$ cat src/hdl/sadc_defs.svh
// register map, field positions, reset values and timing counts of the sequencer
//
// Functional notes
// - conversion clock CPU over four; 12 periods
// - capacitor released, then eight one-bit approximation steps
// - sample and convert phases repeat without pause
// - input at upper reference gives ffh, no flag
// - input at lower reference gives 00h; monotonic
// - setting on bit starts conversions immediately, continuously
// - completion sets bit 7, never an interrupt
// - result holds until the next conversion ends
// - control write with on aborts and restarts
// - result read or control write clears completion
// - bit 5 switches converter off or on
// - bits 3:0 pick one of sixteen inputs
// - wait has no effect; halt disables, then settles
// - both registers reset to 00h
`ifndef SADC_DEFS_SVH
`define SADC_DEFS_SVH

// ----------------------------------------------------------------------
// register bus
// ----------------------------------------------------------------------
`define SADC_ADDR_W          4
`define SADC_RESULT_IDX      4'h0
`define SADC_CSR_IDX         4'h1
`define SADC_EVT_STATUS_IDX  4'h2
`define SADC_EVT_MASK_IDX    4'h3

// ----------------------------------------------------------------------
// fields and reset values
// ----------------------------------------------------------------------
`define SADC_CSR_COCO_BIT    7
`define SADC_CSR_ON_BIT      5
`define SADC_CSR_SEL_MSB     3
`define SADC_CSR_SEL_LSB     0
`define SADC_CSR_RESET       8'h00
`define SADC_RESULT_RESET    8'h00
`define SADC_MASK_RESET      8'h00
`define SADC_EVT_OVERRUN_BIT 0
`define SADC_EVT_ABORT_BIT   1
`define SADC_SAR_FIRST       8'h80

// ----------------------------------------------------------------------
// timing counts
// ----------------------------------------------------------------------
`define SADC_CLK_DIV         4
`define SADC_CONV_PERIODS    12
`define SADC_SAR_BITS        8
`define SADC_STAB_PERIODS    16

`endif

$ cat src/hdl/sadc_pkg.sv
// types shared by the sequencer modules
package sadc_pkg;
   // sequencer phases, one-hot
   typedef enum logic [3:0] {
      SADC_OFF     = 4'b0001,
      SADC_SAMPLE  = 4'b0010,
      SADC_CONVERT = 4'b0100,
      SADC_SETTLE  = 4'b1000
   } sadc_state_type;
endpackage

$ cat src/hdl/sadc_clk_div.sv
// conversion clock enable: one tick every DIV_RATIO system clocks
`timescale 1ns/10ps
`include "sadc_defs.svh"
module sadc_clk_div #(
   parameter int unsigned DIV_RATIO = `SADC_CLK_DIV
) (
   input  wire logic sys_clk,  // system clock
   input  wire logic rstn,     // async reset, active low
   input  wire logic ce,       // clock enable
   input  wire logic restart,  // realign the period to this edge
   output logic      tick      // last clock of a conversion period
);
   localparam int CW = (DIV_RATIO > 1) ? $clog2(DIV_RATIO) : 1;
   localparam logic [CW-1:0] LAST = CW'(DIV_RATIO - 1);

   logic [CW-1:0] cnt;

   generate
      if (DIV_RATIO < 2) begin : g_bad_div
         $error("sadc_clk_div: DIV_RATIO must be at least 2");
      end
   endgenerate

   // free-running prescaler, restarted so a fresh conversion gets whole periods
   always_ff @(posedge sys_clk or negedge rstn) begin
      if (!rstn) begin
         cnt <= '0;
      end else if (ce) begin
         if (restart || cnt == LAST) begin
            cnt <= '0;
         end else begin
            cnt <= cnt + CW'(1);
         end
      end
   end

   assign tick = (cnt == LAST);
endmodule

$ cat src/hdl/sadc_sar.sv
// successive-approximation register: trial code and bit mask
`timescale 1ns/10ps
`include "sadc_defs.svh"
module sadc_sar (
   input  wire logic       sys_clk,   // system clock
   input  wire logic       rstn,      // async reset, active low
   input  wire logic       ce,        // clock enable
   input  wire logic       clear,     // load the mid-scale trial
   input  wire logic       step,      // decide the bit under the mask
   input  wire logic       compGe,    // input at or above the trial code
   output logic      [7:0] trial,     // code offered to the comparator
   output logic      [7:0] resolved   // code once the current bit is decided
);
   logic [7:0] mask;

   // keep the trial bit when the input is not below it
   assign resolved = compGe ? trial : (trial & ~mask);

   // one bit per step, msb first; the next lower bit becomes the new trial
   always_ff @(posedge sys_clk or negedge rstn) begin
      if (!rstn) begin
         trial <= 8'h00;
         mask  <= 8'h00;
      end else if (ce) begin
         if (clear) begin
            trial <= `SADC_SAR_FIRST;
            mask  <= `SADC_SAR_FIRST;
         end else if (step) begin
            trial <= resolved | (mask >> 1);
            mask  <= mask >> 1;
         end
      end
   end
endmodule

$ cat src/hdl/sadc_sequencer.sv
// 8-bit successive-approximation converter sequencer with register port
`timescale 1ns/10ps
`include "sadc_defs.svh"
module sadc_sequencer
   import sadc_pkg::*;
#(
   parameter int unsigned DIV_RATIO    = `SADC_CLK_DIV,       // system clocks per period
   parameter int unsigned CONV_PERIODS = `SADC_CONV_PERIODS,  // periods per conversion
   parameter int unsigned STAB_PERIODS = `SADC_STAB_PERIODS   // settle periods after halt
) (
   input  wire logic                     sys_clk,          // system clock, 40 MHz
   input  wire logic                     rstn,             // async reset, active low
   input  wire logic                     ce,               // clock enable, freezes all
   input  wire logic [`SADC_ADDR_W-1:0]  regAddr,          // register index
   input  wire logic [7:0]               regWrData,        // write data
   input  wire logic                     regWrStb,         // write strobe
   input  wire logic                     regRdStb,         // read strobe
   output logic      [7:0]               regRdData,        // read data, cycle after strobe
   input  wire logic                     compGe,           // comparator: input >= trial
   input  wire logic                     haltMode,         // processor halt state
   output logic                          sampleEn,         // capacitor tied to input
   output logic      [3:0]               muxSel,           // analog input select
   output logic      [7:0]               dacCode,          // trial code to comparator
   output logic                          converterPowered, // analog part powered
   output logic                          irq               // level interrupt
);
   // ----------------------------------------------------------------------
   // derived counts
   // ----------------------------------------------------------------------
   localparam int unsigned SAR_BITS = `SADC_SAR_BITS;
   localparam int unsigned SMP_PERIODS = CONV_PERIODS - SAR_BITS;
   localparam logic [3:0] SAMPLE_LAST = 4'(SMP_PERIODS - 1);
   localparam logic [3:0] CONVERT_LAST = 4'(SAR_BITS - 1);
   localparam logic [3:0] SETTLE_LAST = 4'(STAB_PERIODS - 1);
   localparam logic [7:0] SMP_CYCLES = 8'(SMP_PERIODS * DIV_RATIO);
   localparam logic [7:0] CNV_LAST_CYC = 8'(SAR_BITS * DIV_RATIO - 1);

   generate
      if (CONV_PERIODS <= SAR_BITS || SMP_PERIODS > 16) begin : g_bad_conv
         $error("sadc_sequencer: CONV_PERIODS must leave 1 to 16 sample periods");
      end
      if (STAB_PERIODS < 1 || STAB_PERIODS > 16) begin : g_bad_stab
         $error("sadc_sequencer: STAB_PERIODS must be 1 to 16");
      end
      if (SAR_BITS * DIV_RATIO > 255 || SMP_PERIODS * DIV_RATIO > 255) begin : g_bad_div
         $error("sadc_sequencer: DIV_RATIO too large");
      end
   endgenerate

   // ----------------------------------------------------------------------
   // register decode
   // ----------------------------------------------------------------------
   // address compare, used by both strobes
   function automatic logic hit(input logic stb, input logic [`SADC_ADDR_W-1:0] a,
                                input logic [`SADC_ADDR_W-1:0] idx);
      hit = stb && (a == idx);
   endfunction

   logic wrCsr;
   logic wrMask;
   logic rdResult;
   logic rdStatus;
   logic restartReq;

   assign wrCsr      = hit(regWrStb, regAddr, `SADC_CSR_IDX);
   assign wrMask     = hit(regWrStb, regAddr, `SADC_EVT_MASK_IDX);
   assign rdResult   = hit(regRdStb, regAddr, `SADC_RESULT_IDX);
   assign rdStatus   = hit(regRdStb, regAddr, `SADC_EVT_STATUS_IDX);
   assign restartReq = wrCsr && regWrData[`SADC_CSR_ON_BIT];

   // ----------------------------------------------------------------------
   // state
   // ----------------------------------------------------------------------
   sadc_state_type state;
   logic [3:0]     phaseCnt;
   logic           converterOn;
   logic [3:0]     inputSelect;
   logic           coco;
   logic [7:0]     result;
   logic [1:0]     evtStatus;
   logic [1:0]     evtMask;
   logic           adcTick;
   logic           lastStep;
   logic           sarClear;
   logic           sarStep;
   logic [7:0]     sarResolved;
   logic           busy;

   // the period tick is realigned by every control write and by halt
   sadc_clk_div #(
      .DIV_RATIO (DIV_RATIO)
   ) u_div (
      .sys_clk (sys_clk),
      .rstn    (rstn),
      .ce      (ce),
      .restart (wrCsr || haltMode),
      .tick    (adcTick)
   );

   assign busy     = (state == SADC_SAMPLE) || (state == SADC_CONVERT);
   assign lastStep = (state == SADC_CONVERT) && adcTick && (phaseCnt == CONVERT_LAST)
                     && !haltMode && !wrCsr;
   assign sarClear = (state == SADC_SAMPLE) && adcTick && (phaseCnt == SAMPLE_LAST)
                     && !haltMode && !wrCsr;
   assign sarStep  = (state == SADC_CONVERT) && adcTick && !haltMode && !wrCsr;

   sadc_sar u_sar (
      .sys_clk  (sys_clk),
      .rstn     (rstn),
      .ce       (ce),
      .clear    (sarClear),
      .step     (sarStep),
      .compGe   (compGe),
      .trial    (dacCode),
      .resolved (sarResolved)
   );

   // ----------------------------------------------------------------------
   // phase sequencer
   // ----------------------------------------------------------------------
   // halt wins, then a control write, then the running sequence
   always_ff @(posedge sys_clk or negedge rstn) begin
      if (!rstn) begin
         state    <= SADC_OFF;
         phaseCnt <= 4'h0;
      end else if (ce) begin
         if (haltMode) begin
            state    <= SADC_OFF;
            phaseCnt <= 4'h0;
         end else if (wrCsr) begin
            // on: abort and sample afresh; off: stop at once
            state    <= restartReq ? SADC_SAMPLE : SADC_OFF;
            phaseCnt <= 4'h0;
         end else begin
            unique case (state)
               SADC_OFF: begin
                  // only reached with the bit still on when coming out of halt
                  if (converterOn) begin
                     state    <= SADC_SETTLE;
                     phaseCnt <= 4'h0;
                  end
               end
               SADC_SETTLE: begin
                  if (adcTick) begin
                     if (phaseCnt == SETTLE_LAST) begin
                        state    <= SADC_SAMPLE;
                        phaseCnt <= 4'h0;
                     end else begin
                        phaseCnt <= phaseCnt + 4'h1;
                     end
                  end
               end
               SADC_SAMPLE: begin
                  if (adcTick) begin
                     if (phaseCnt == SAMPLE_LAST) begin
                        state    <= SADC_CONVERT;
                        phaseCnt <= 4'h0;
                     end else begin
                        phaseCnt <= phaseCnt + 4'h1;
                     end
                  end
               end
               SADC_CONVERT: begin
                  if (adcTick) begin
                     if (phaseCnt == CONVERT_LAST) begin
                        state    <= SADC_SAMPLE;
                        phaseCnt <= 4'h0;
                     end else begin
                        phaseCnt <= phaseCnt + 4'h1;
                     end
                  end
               end
               default: begin
                  state    <= SADC_OFF;
                  phaseCnt <= 4'h0;
               end
            endcase
         end
      end
   end

   // ----------------------------------------------------------------------
   // control/status and result registers
   // ----------------------------------------------------------------------
   // software fields; bits 6 and 4 are not stored and read as zero
   always_ff @(posedge sys_clk or negedge rstn) begin
      if (!rstn) begin
         converterOn <= 1'(`SADC_CSR_RESET >> `SADC_CSR_ON_BIT);
         inputSelect <= 4'h0;
      end else if (ce && wrCsr) begin
         converterOn <= regWrData[`SADC_CSR_ON_BIT];
         inputSelect <= regWrData[`SADC_CSR_SEL_MSB:`SADC_CSR_SEL_LSB];
      end
   end

   // completion flag: hardware set wins over a result read in the same cycle
   always_ff @(posedge sys_clk or negedge rstn) begin
      if (!rstn) begin
         coco <= 1'b0;
      end else if (ce) begin
         if (lastStep) begin
            coco <= 1'b1;
         end else if (wrCsr || rdResult) begin
            coco <= 1'b0;
         end
      end
   end

   // result only moves at the end of a conversion
   always_ff @(posedge sys_clk or negedge rstn) begin
      if (!rstn) begin
         result <= `SADC_RESULT_RESET;
      end else if (ce && lastStep) begin
         result <= sarResolved;
      end
   end

   // ----------------------------------------------------------------------
   // event status, mask and interrupt
   // ----------------------------------------------------------------------
   // completion is deliberately not an event: only overrun and abort are
   always_ff @(posedge sys_clk or negedge rstn) begin
      if (!rstn) begin
         evtStatus <= 2'b00;
      end else if (ce) begin
         evtStatus[`SADC_EVT_OVERRUN_BIT] <=
            (evtStatus[`SADC_EVT_OVERRUN_BIT] && !rdStatus) ||
            (lastStep && coco && !rdResult);
         evtStatus[`SADC_EVT_ABORT_BIT] <=
            (evtStatus[`SADC_EVT_ABORT_BIT] && !rdStatus) || (wrCsr && busy);
      end
   end

   always_ff @(posedge sys_clk or negedge rstn) begin
      if (!rstn) begin
         evtMask <= 2'(`SADC_MASK_RESET);
      end else if (ce && wrMask) begin
         evtMask <= regWrData[1:0];
      end
   end

   // registered, so it follows the status by one cycle
   always_ff @(posedge sys_clk or negedge rstn) begin
      if (!rstn) begin
         irq <= 1'b0;
      end else if (ce) begin
         irq <= |(evtStatus & evtMask);
      end
   end

   // ----------------------------------------------------------------------
   // read port
   // ----------------------------------------------------------------------
   // data stand one cycle only; unmapped indices read zero
   always_ff @(posedge sys_clk or negedge rstn) begin
      if (!rstn) begin
         regRdData <= 8'h00;
      end else if (ce) begin
         if (regRdStb) begin
            unique case (regAddr)
               `SADC_RESULT_IDX:     regRdData <= result;
               `SADC_CSR_IDX:        regRdData <= {coco, 1'b0, converterOn, 1'b0, inputSelect};
               `SADC_EVT_STATUS_IDX: regRdData <= {6'h00, evtStatus};
               `SADC_EVT_MASK_IDX:   regRdData <= {6'h00, evtMask};
               default:              regRdData <= 8'h00;
            endcase
         end else begin
            regRdData <= 8'h00;
         end
      end
   end

   // ----------------------------------------------------------------------
   // analog-side outputs
   // ----------------------------------------------------------------------
   // power follows the bit except in halt; channel changes apply on the write
   always_ff @(posedge sys_clk or negedge rstn) begin
      if (!rstn) begin
         converterPowered <= 1'b0;
         muxSel           <= 4'h0;
      end else if (ce) begin
         if (haltMode) begin
            converterPowered <= 1'b0;
         end else if (wrCsr) begin
            converterPowered <= regWrData[`SADC_CSR_ON_BIT];
         end else begin
            converterPowered <= converterOn;
         end
         if (wrCsr) begin
            muxSel <= regWrData[`SADC_CSR_SEL_MSB:`SADC_CSR_SEL_LSB];
         end
      end
   end

   // the sample switch is the sample-state flop itself
   assign sampleEn = state[1];

   // ----------------------------------------------------------------------
   // checks
   // ----------------------------------------------------------------------
   logic [7:0] smpCycles;
   logic [7:0] cnvCycles;

   // cycle counters seen only by the checks below
   always_ff @(posedge sys_clk or negedge rstn) begin
      if (!rstn) begin
         smpCycles <= 8'h00;
         cnvCycles <= 8'h00;
      end else if (ce) begin
         smpCycles <= (state == SADC_SAMPLE && !wrCsr) ? smpCycles + 8'h01 : 8'h00;
         cnvCycles <= (state == SADC_CONVERT && !wrCsr) ? cnvCycles + 8'h01 : 8'h00;
      end
   end
endmodule

$ cat config.mk
export PLATFORM = sky130hd
export DESIGN_NAME = sadc_sequencer
export DESIGN_NICKNAME = d
export VERILOG_FILES = /design/src/hdl/sadc_pkg.sv /design/src/hdl/sadc_clk_div.sv /design/src/hdl/sadc_sar.sv /design/src/hdl/sadc_sequencer.sv
export VERILOG_INCLUDE_DIRS = /design/src /design/src/hdl
export SDC_FILE = /design/constraint.sdc
export NUM_CORES = 1
export LEC_CHECK = 0
export BUFFER_PORTS_ARGS = -buffer_cell sky130_fd_sc_hd__buf_4
export CAP_MARGIN = 10
export CORE_MARGIN = 3
export CORE_UTILIZATION = 40
export CTS_CLUSTER_SIZE = 12
export DETAILED_ROUTE_END_ITERATION = 7
export PLACE_DENSITY_LB_ADDON = 0.2
export SETUP_SLACK_MARGIN = 0.1
export SYNTH_ARGS = -nofsm -noshare
export SYNTH_HDL_FRONTEND = slang
export SYNTH_SLANG_ARGS = --single-unit
$ cat constraint.sdc
create_clock -name sys_clk -period 2.14 [get_ports sys_clk]
set_clock_uncertainty 0.05 [all_clocks]
set_input_delay 0.107 -clock sys_clk [delete_from_list [all_inputs] [get_ports sys_clk]]
set_output_delay 0.107 -clock sys_clk [all_outputs]
set_load 0.005 [all_outputs]
Word level (Yosys, flattened, before mapping)
Cells that the tools add are included.
- reduce and logical (&&, ||, !) cells: 42
- equality and inequality tests: 18
- muxes and demuxes: 33
- bitwise gates (word level): 4
- $add $sub $neg: 2
- operators with widths (kind ; count):
    2-to-1 mux 4 bit ; 18
    2-to-1 mux 8 bit ; 6
    case mux 4 bit (4 select lines) ; 2
    case mux 8 bit (4 select lines) ; 1
    != test 4 bit, second input constant ; 7
    logical AND 1 bit ; 23
    == test 4 x 2 -> 1 bit, second input constant ; 4
    bitwise AND 8 bit ; 1
    == test 4 x 1 -> 1 bit, second input constant ; 2
    == test 4 x 3 -> 1 bit, second input constant ; 2
    == test 4 bit, second input constant ; 2
    NOT 8 bit ; 1
    bitwise OR 8 x 7 -> 8 bit ; 1
    AND reduction 8 bit ; 1
    logical OR 1 bit ; 6
    AND reduction 2 bit ; 3
    AND reduction 5 bit ; 1
    adder 4 x 1 -> 4 bit, second input constant ; 1
    zero test 1 bit ; 4
    zero test 4 bit ; 1
    2-to-1 mux 1 bit ; 4
    2-to-1 mux 2 bit ; 2
    nonzero test 2 bit ; 2
    adder 2 x 1 -> 2 bit, second input constant ; 1
    other kinds (3) ; 3
- logic and storage cells: 114
- register bits after elaboration: 58

Depth between registers and ports, before layout
Gate-level depths: netlist of run 1.
- depth in word-level cells: 8
- gate-level depth with buffers: 7
- mapped depth without buffers: 6

By module
From an unflattened synthesis of run 1, not the netlist that was laid out.
- cells, all modules: 245
- area, all modules: 2825.2 um2
- by module, submodules not included (module ; times used ; sequential area each (um2) ; area each (um2) ; cells an instance):
    sadc_sequencer ; 1 ; 902.1 ; 1849.3 ; 160
    sadc_sar ; 1 ; 400.4 ; 878.3 ; 76
    sadc_clk_div ; 1 ; 50.0 ; 97.6 ; 9

Worst setup path before layout of run 1
OpenSTA, ideal clock, no wires.
- kind: reg-to-reg
- start point: register state[3]
- end point: register state[1]
- period minus slack after synthesis: 2.122 ns
- data required time: 1.965 ns
- data arrival time: 1.947 ns
- setup slack: 0.018 ns
- cell stages (with the launch flop): 7
- cells stage by stage: dfrtp_1 buf_6 or4b_1 o221ai_1 a2bb2oi_2 or2b_2 mux2_2
- longest elaborated chain between the ends: 4
- elaborated cells on any way between the ends: 15
- ends and longest elaborated chain (what ; RTL line ; source):
    start: declaration ; sadc_sequencer.sv:74 ; sadc_state_type state;
    start signal: assignment ; sadc_sequencer.sv:132 ; state <= restartReq ? SADC_SAMPLE : SADC_OFF;
    == test 4 x 3 -> 1 bit, or another cell as far along ; sadc_sequencer.sv:135 ; unique case (state)
    case mux 4 bit (4 select lines) ; sadc_sequencer.sv:135 ;
    2-to-1 mux 4 bit ; sadc_sequencer.sv:130 ; end else if (wrCsr) begin
    2-to-1 mux 4 bit ; sadc_sequencer.sv:127 ; if (haltMode) begin
Parallel ways exist; a longest one is shown, timed or not.
A chain may end at the register's enable or synchronous reset.

Final worst setup path of run 1
- start point: register state[0]
- end point: register state[1]
Same word-level chain as after synthesis.

==> results.yml, run 1 <==
setup_path:
  crit_required_ns: 2.29
  timing.reg2reg.setup_slack_ns: 0.07
  worst_setup_path_start_kind: "register"
  timing.setup.critical_path_class: "register to register"
  end_kind: "register"
  setup.worst_path.start: "state[0]"
  path_cells: "or4b_4 > o221ai_2 > a2bb2oi_2 > or2b_4 > mux2_4"
  cp_slowest_stage_delay_ns: 0.57
  worstSetupEndpoint: "state[1]"
  slowest_stage: "sky130_fd_sc_hd__dfstp_2"
  worstRegToRegCells: 5
  r2r-start: "state[0]"
  rr_endpoint: "state[1]"
  critical_path_arrival_ns: 2.22
  worstPathMaxFanout: 3
yosys:
  post_synth_main_area_contributors: "sky130_fd_sc_hd__dfrtp_1 (49%), sky130_fd_sc_hd__mux2_2 (4.2%), sky130_fd_sc_hd__inv_1 (3.6%), sky130_fd_sc_hd__mux2i_1 (3.0%), sky130_fd_sc_hd__o21ai_0 (2.8%)"
  postSynth.topFlopCell: "sky130_fd_sc_hd__dfrtp_1"
  synthCells: 254
  synth_largest_type_area_fraction: 0.492
  avgSynthCellArea_um2: 10.6
  yosysSeqAreaShare: 0.502
  syn_nets: 275
  yosys_register_bits: 54
  synthDistinctLibCells: 56
  yosysWarnings: 0
  synth_edf_count: 0
  netlist_area_um2: 2690
  async_reset_ff_frac: 1.00
  synth_top_cell_by_area: "sky130_fd_sc_hd__dfrtp_1"
sta:
  period_needed_ns: 2.07
  worst_slew_pin_slew_ns: 0.696
  fin_ws_ns: 0.0724
  slew_headroom: 0.536
  top_achievable_clock_speed_ghz: 0.484
  final_layout_setup_total_negative_slack_ns: 0
  final.period_utilization: 0.966
  report.final.hold_viol_count: 0
  grt_setup_unrepaired: "yes"
  finalSetupViolations: 0
  timing.final.max_slew_violations: 0
place:
  gp_congestion: 0.872
  preCtsSetupSlack_ns: -0.0174
  detailedPlacementHpwl_mm: 4.45
  port_buffers: 38
  post_placement_cell_area_um2: 3210
layout:
  flow.area_growth_from_synthesis_pct: 32.6
  layout.cell_area.non_filler_um2: 3570
  mostFrequentLayoutCells: "sky130_fd_sc_hd__buf_4 (65), sky130_fd_sc_hd__dfrtp_1 (50), sky130_fd_sc_hd__inv_1 (26), sky130_fd_sc_hd__nand2_1 (18), sky130_fd_sc_hd__o21ai_0 (13)"
  finish.net_count: 350
  layout.cells.most_common: "sky130_fd_sc_hd__buf_4"
  layout.core_utilization: 0.556
  insertedDiodeCount: 0
  final_layout_size_suffix_gt1_frac: 0.376
global_routing:
  antenna_violations_before_repair: 0
  grt_max_degree: 55
  grt_pass1_wl_mm: 10.8
  grt.overflow.total: 0
  vias_in_the_first_global_route: 2201
  grt_usage: 0.180
route:
  via_count: 2187
  drt_first_iter_violations: 125
  drt-pass1-iter-count: 4
  remaining_drc_errors: 0
  detail_route.wl_per_cell_um: 16.1
  detail_route.wirelength_mm: 6.56
  drt.antenna.violating_nets: 0
  vias_per_cell: 5.37
clocking:
  cts_tree: "yes"
  cts.path.max_buffers: 2
  number_of_buffers_created_by_cts: 5
  htree_levels: 2
  insertion_delay_of_the_later_clocked_pin_in_the_worst_skew_pair_ns: 0.31
  clockRootBuffer: "sky130_fd_sc_hd__clkbuf_8"
  clk_pin_slew_ns: 0.11
  clock_sinks: 54
power_and_ir_drop:
  clockPowerShare: 0.249
  pwr_density_cell_nw_per_um2: 691
  share_of_power_burned_in_registers: 0.471
  p_sw_w: 0.000744
  netSwitchingFraction: 0.301
  power.share.combinational: 0.280
  leakage_nw: 1.65
  total_power_draw_w: 0.00247
  internal_power_w: 0.00173
  worst_ir_drop_vdd_mv: 0.323
die:
  start_util: 0.419
  io_pins: 42
  die_height_um: 88.1
  die-width_um: 88.1
  placeable_core_region_um2: 6420
  num_rows: 29
  die-area_um2: 7760
outcome:
  outcome: "finished, final reports clean"
worst_hold_path:
  worst_hold_path_type: "input port to register"
job:
  max_capacitance_violation_count: 0
## metal layers
metal,global-route usage,part of all wire,wire (um)
met1,0.244,0.46,3050
met4,0.0495,0.011,73
met2,0.297,0.49,3210
met3,0.0348,0.034,224
met5,0,0,0
## through the flow
stage	hold WS [ns]	cells
finish	0.0241	407
floorplan	-0.239	254
global placement	0.151	384
detailed placement	0.151	384
global route	0.0398	407
CTS	0.0182	402
## final cells by class
cell class / count / area [um^2]
Clock inverter: 3 / 28.8
Multi-Input combinational cell: 164 / 1300
Timing Repair Buffer: 78 / 623
Inverter: 26 / 97.6
Clock buffer: 5 / 68.8
Tap cell: 77 / 96.3
Fill cell: 583 / 2850
Sequential cell: 54 / 1360
## synthesized netlist by cell type, drive strengths merged, types with 3 or more instances
library cell and instances:
dfrtp 53, inv 26, nand2 19, o21ai 16, nor2 13, nand3 12
mux2 10, buf 9, a22o 8, mux2i 8, o22ai 8, nor3 7
a21oi 4, a221o 4, a22oi 4, nand2b 4, a21o 3, a32o 3
nand3b 3, or2 3, or4b 3
## cell families (layout without fill, tap and decap cells)
group	Yosys count	in the layout	share of synthesized area
DFF	54	54	0.502
and+or+nand+nor	77	77	0.163
adders and majority gates	2	2	0.00929
buffers and inverters	37	112	0.0646
xor gates and xnor gates	3	3	0.00976
AOI/OAI and AO/OA	61	62	0.163
muxes	20	20	0.0882
## timing repair
item / CTS / global route
cloned: 0 / 2
setup endpoints to repair: 14 / 26
resized for setup: 13 / 20
hold buffers: 6 / 0
buffers inserted: 4 / 3
endpoints found under the hold margin: 60 / 0
pin swaps: 4 / 18
## worst max-delay path, delay by kind of cell (launching register included)
family          cells  cell delay, ns
compound gates      2            0.41
flops               1            0.57
mux                 1            0.29
simple gates        2            0.64
## state kept, by name, summed over array words and instances, names as in the netlist
register          count
converterPowered      1
u_sar.mask            8
evtStatus             2
result                8
u_sar.trial           8
irq                   1
converterOn           1
coco                  1
regRdData             8
state                 4
inputSelect           4
evtMask               2
u_div.cnt             2
phaseCnt              4
## power groups by stage
stage                     clock (W)  sequential, W  combinational, W
after floorplan                   0        0.00115          0.000366
after CTS                  0.000635        0.00116          0.000636
after global placement            0        0.00118          0.000559
after global routing       0.000682        0.00117          0.000754
after detailed placement          0        0.00118          0.000566
final                      0.000615        0.00116          0.000691
## worst min-delay path by stage
stage | from | to | slack [ns] | depth (start not counted)
floorplan | rstn | coco | -0.24 | 0
global placement | rstn | inputSelect[1] | 0.15 | 1
global route | ce | u_div.cnt[0] | 0.04 | 2
detailed placement | rstn | inputSelect[1] | 0.15 | 1
finish | ce | u_div.cnt[1] | 0.02 | 2
CTS | ce | u_div.cnt[1] | 0.02 | 2
No activity file was read; power rests on OpenSTA's default activity.
==> inputs of run 2 (changes only) <==
--- a/config.mk
+++ b/config.mk
@@ -9,9 +9,10 @@
 export BUFFER_PORTS_ARGS = -buffer_cell sky130_fd_sc_hd__buf_4
 export CAP_MARGIN = 10
 export CORE_MARGIN = 3
-export CORE_UTILIZATION = 40
+export CORE_UTILIZATION = 51
 export CTS_CLUSTER_SIZE = 12
 export DETAILED_ROUTE_END_ITERATION = 7
+export GPL_TIMING_DRIVEN = 0
 export PLACE_DENSITY_LB_ADDON = 0.2
 export SETUP_SLACK_MARGIN = 0.1
 export SYNTH_ARGS = -nofsm -noshare
==> run 2 against run 1 <==
Net effect:
- design area shrank 1.5%
- global-route usage grew 2.2 points
- worst hold slack gained 0.089 ns
- combinational power grew 2%
- die area down 20%
- worst setup slack got worse by 0.072 ns
- wire length decreased by 3.5%
- critical endpoint unchanged
- power decreased by 1.1%
- via count down 1.6%
- first-iteration DRC count is 40% lower
- flip-flop and latch count stayed put
==> results.yml, run 2 (synthesis gave the netlist of run 1 again) <==
sta:
  top_achievable_clock_speed_ghz: 0.467
  grt_setup_unrepaired: "yes"
  worst_slew_pin_slew_ns: 0.815
  final_layout_setup_total_negative_slack_ns: 0
  report.final.hold_viol_count: 0
  timing.final.max_slew_violations: 0
  finalSetupViolations: 0
  final.period_utilization: 1.00
  slew_headroom: 0.456
  period_needed_ns: 2.14
route:
  detail_route.wl_per_cell_um: 16.2
  remaining_drc_errors: 0
  drt_first_iter_violations: 75
  vias_per_cell: 5.52
  via_count: 2152
  detail_route.wirelength_mm: 6.33
  drt-pass1-iter-count: 4
  drt.antenna.violating_nets: 0
layout:
  final_layout_size_suffix_gt1_frac: 0.353
  insertedDiodeCount: 0
  nFillCells: 364
  mostFrequentLayoutCells: "sky130_fd_sc_hd__buf_4 (54), sky130_fd_sc_hd__dfrtp_1 (53), sky130_fd_sc_hd__inv_1 (26), sky130_fd_sc_hd__nand2_1 (18), sky130_fd_sc_hd__o21ai_0 (14)"
  layout.core_utilization: 0.717
  layout.cell_area.non_filler_um2: 3520
  flow.area_growth_from_synthesis_pct: 30.7
  finish.net_count: 343
  layout.cells.most_common: "sky130_fd_sc_hd__buf_4"
clocking:
  cts_tree: "yes"
  clk_pin_slew_ns: 0.10
  insertion_delay_of_the_later_clocked_pin_in_the_worst_skew_pair_ns: 0.31
  clock_sinks: 54
  number_of_buffers_created_by_cts: 5
  cts.path.max_buffers: 2
  clockRootBuffer: "sky130_fd_sc_hd__clkbuf_8"
  htree_levels: 2
setup_path:
  worstRegToRegCells: 6
  worst_setup_path_start_kind: "register"
  end_kind: "register"
  cpLargestDelayFamily: "simple AND/OR/NAND/NOR gates"
  worstPathMaxFanout: 8
  setup.worst_path.start: "state[2]"
  timing.critical_path.buf_inv: 1
  r2r-start: "state[2]"
  timing.setup.critical_path_class: "register to register"
  cp_slowest_stage_delay_ns: 0.54
  worstSetupPathDepth: 6
  crit_required_ns: 2.29
  critical_path_arrival_ns: 2.29
  slowest_stage: "sky130_fd_sc_hd__or4b_4"
  path_cells: "buf_6 > or4b_4 > o221ai_4 > a2bb2oi_4 > or2b_4 > mux2_4"
place:
  detailedPlacementHpwl_mm: 4.13
  post_placement_cell_area_um2: 3080
  gp_congestion: 0.789
  port_buffers: 37
global_routing:
  grt_usage: 0.202
  grt.overflow.total: 0
  grt_pass1_wl_mm: 9.89
  grt_max_degree: 55
  vias_in_the_first_global_route: 2072
  antenna_violations_before_repair: 0
outcome:
  outcome: "finished, final reports clean"
worst_hold_path:
  worst_hold_path_type: "input port to register"
  timing.hold.worst.start: "regRdStb"
  timing.hold.worst_path_depth: 3
die:
  placeable_core_region_um2: 4910
  die-area_um2: 6190
  num_rows: 25
  io_pins: 42
  die_height_um: 78.7
  die-width_um: 78.7
  start_util: 0.549
power_and_ir_drop:
  total_power_draw_w: 0.00244
  pwr_density_cell_nw_per_um2: 694
  leakage_nw: 1.63
  worst_ir_drop_vdd_mv: 0.498
job:
  max_capacitance_violation_count: 0
-- run 2: changes by cell type in the layout (fill, tap and decap cells not counted), moves of 2 or more --
cell | previous run | this run
sky130_fd_sc_hd__buf_6 | 6 | 9
sky130_fd_sc_hd__clkinv_4 | 2 | 0
sky130_fd_sc_hd__buf_4 | 65 | 54
sky130_fd_sc_hd__clkinvlp_4 | 0 | 2
sky130_fd_sc_hd__dfrtp_2 | 3 | 0
sky130_fd_sc_hd__dfrtp_1 | 50 | 53
-- run 2: metrics by stage --
stage / setup slack, ns / std cells / hold slack (ns)
5_1_grt: -0.0587 / 390 / 0.113
4_1_cts: 0.0122 / 380 / 0.116
2_1_floorplan: 0.0592 / 254 / -0.239
3_5_place_dp: -0.134 / 358 / 0.140
6_report: 0.000300 / 390 / 0.113
3_3_place_gp: -0.108 / 358 / 0.140
-- run 2: worst paths after layout --
| path | endpoint | slack, ns |
|---|---|---|
| hold / removal | regRdData[0] | 0.11 |
| setup reg to reg | state[1] | 0.0003 |
| min in group asynchronous | inputSelect[0] | 0.32 |
| max in group asynchronous | u_sar.mask[6] | 1.28 |
| setup / recovery | state[1] | 0.0003 |
| hold reg to reg | converterPowered | 0.47 |
-- run 2: layout make-up --
class                   count  area [um^2]  area share
plain buffers              10         91.3      0.0260
clock buffers               5         68.8      0.0196
clock inverters             3         23.8     0.00675
inverters                  26         97.6      0.0277
multi-input cells         163         1310       0.373
flip-flops and latches     54         1350       0.384
well taps                  67         83.8      0.0238
repair buffers             62          488       0.139
-- run 2: layer usage --
metal,GRT usage,wire [um],up-vias,share of wire
met1,0.261,2870,1065,0.45
met2,0.343,3200,32,0.51
li1,-,-,1050,-
met3,0.0378,187,5,0.030
met4,0.0594,69,0,0.011
met5,0,0,-,0
-- run 2: where the power goes --
group          switching, W  total (W)  internal [W]
clock              0.000361   0.000596      0.000235
combinational      0.000336   0.000705      0.000369
sequential        0.0000503    0.00114       0.00109
-- run 2: worst reg2reg max path, stage by stage (launching register included) --
cell and delay (ns):
sky130_fd_sc_hd__dfrtp_1 0.38, sky130_fd_sc_hd__buf_6 0.14, sky130_fd_sc_hd__or4b_4 0.54, sky130_fd_sc_hd__o221ai_4 0.22, sky130_fd_sc_hd__a2bb2oi_4 0.22, sky130_fd_sc_hd__or2b_4 0.18
sky130_fd_sc_hd__mux2_4 0.30
-- run 2: what timing repair did --
action / CTS / global route
cloned: 0 / 1
resized for setup: 9 / 27
endpoints found under the setup margin: 28 / 23
pin swaps: 5 / 12
endpoints found under the hold margin: 60 / 0
hold buffers: 6 / 0
buffers inserted: 8 / 10
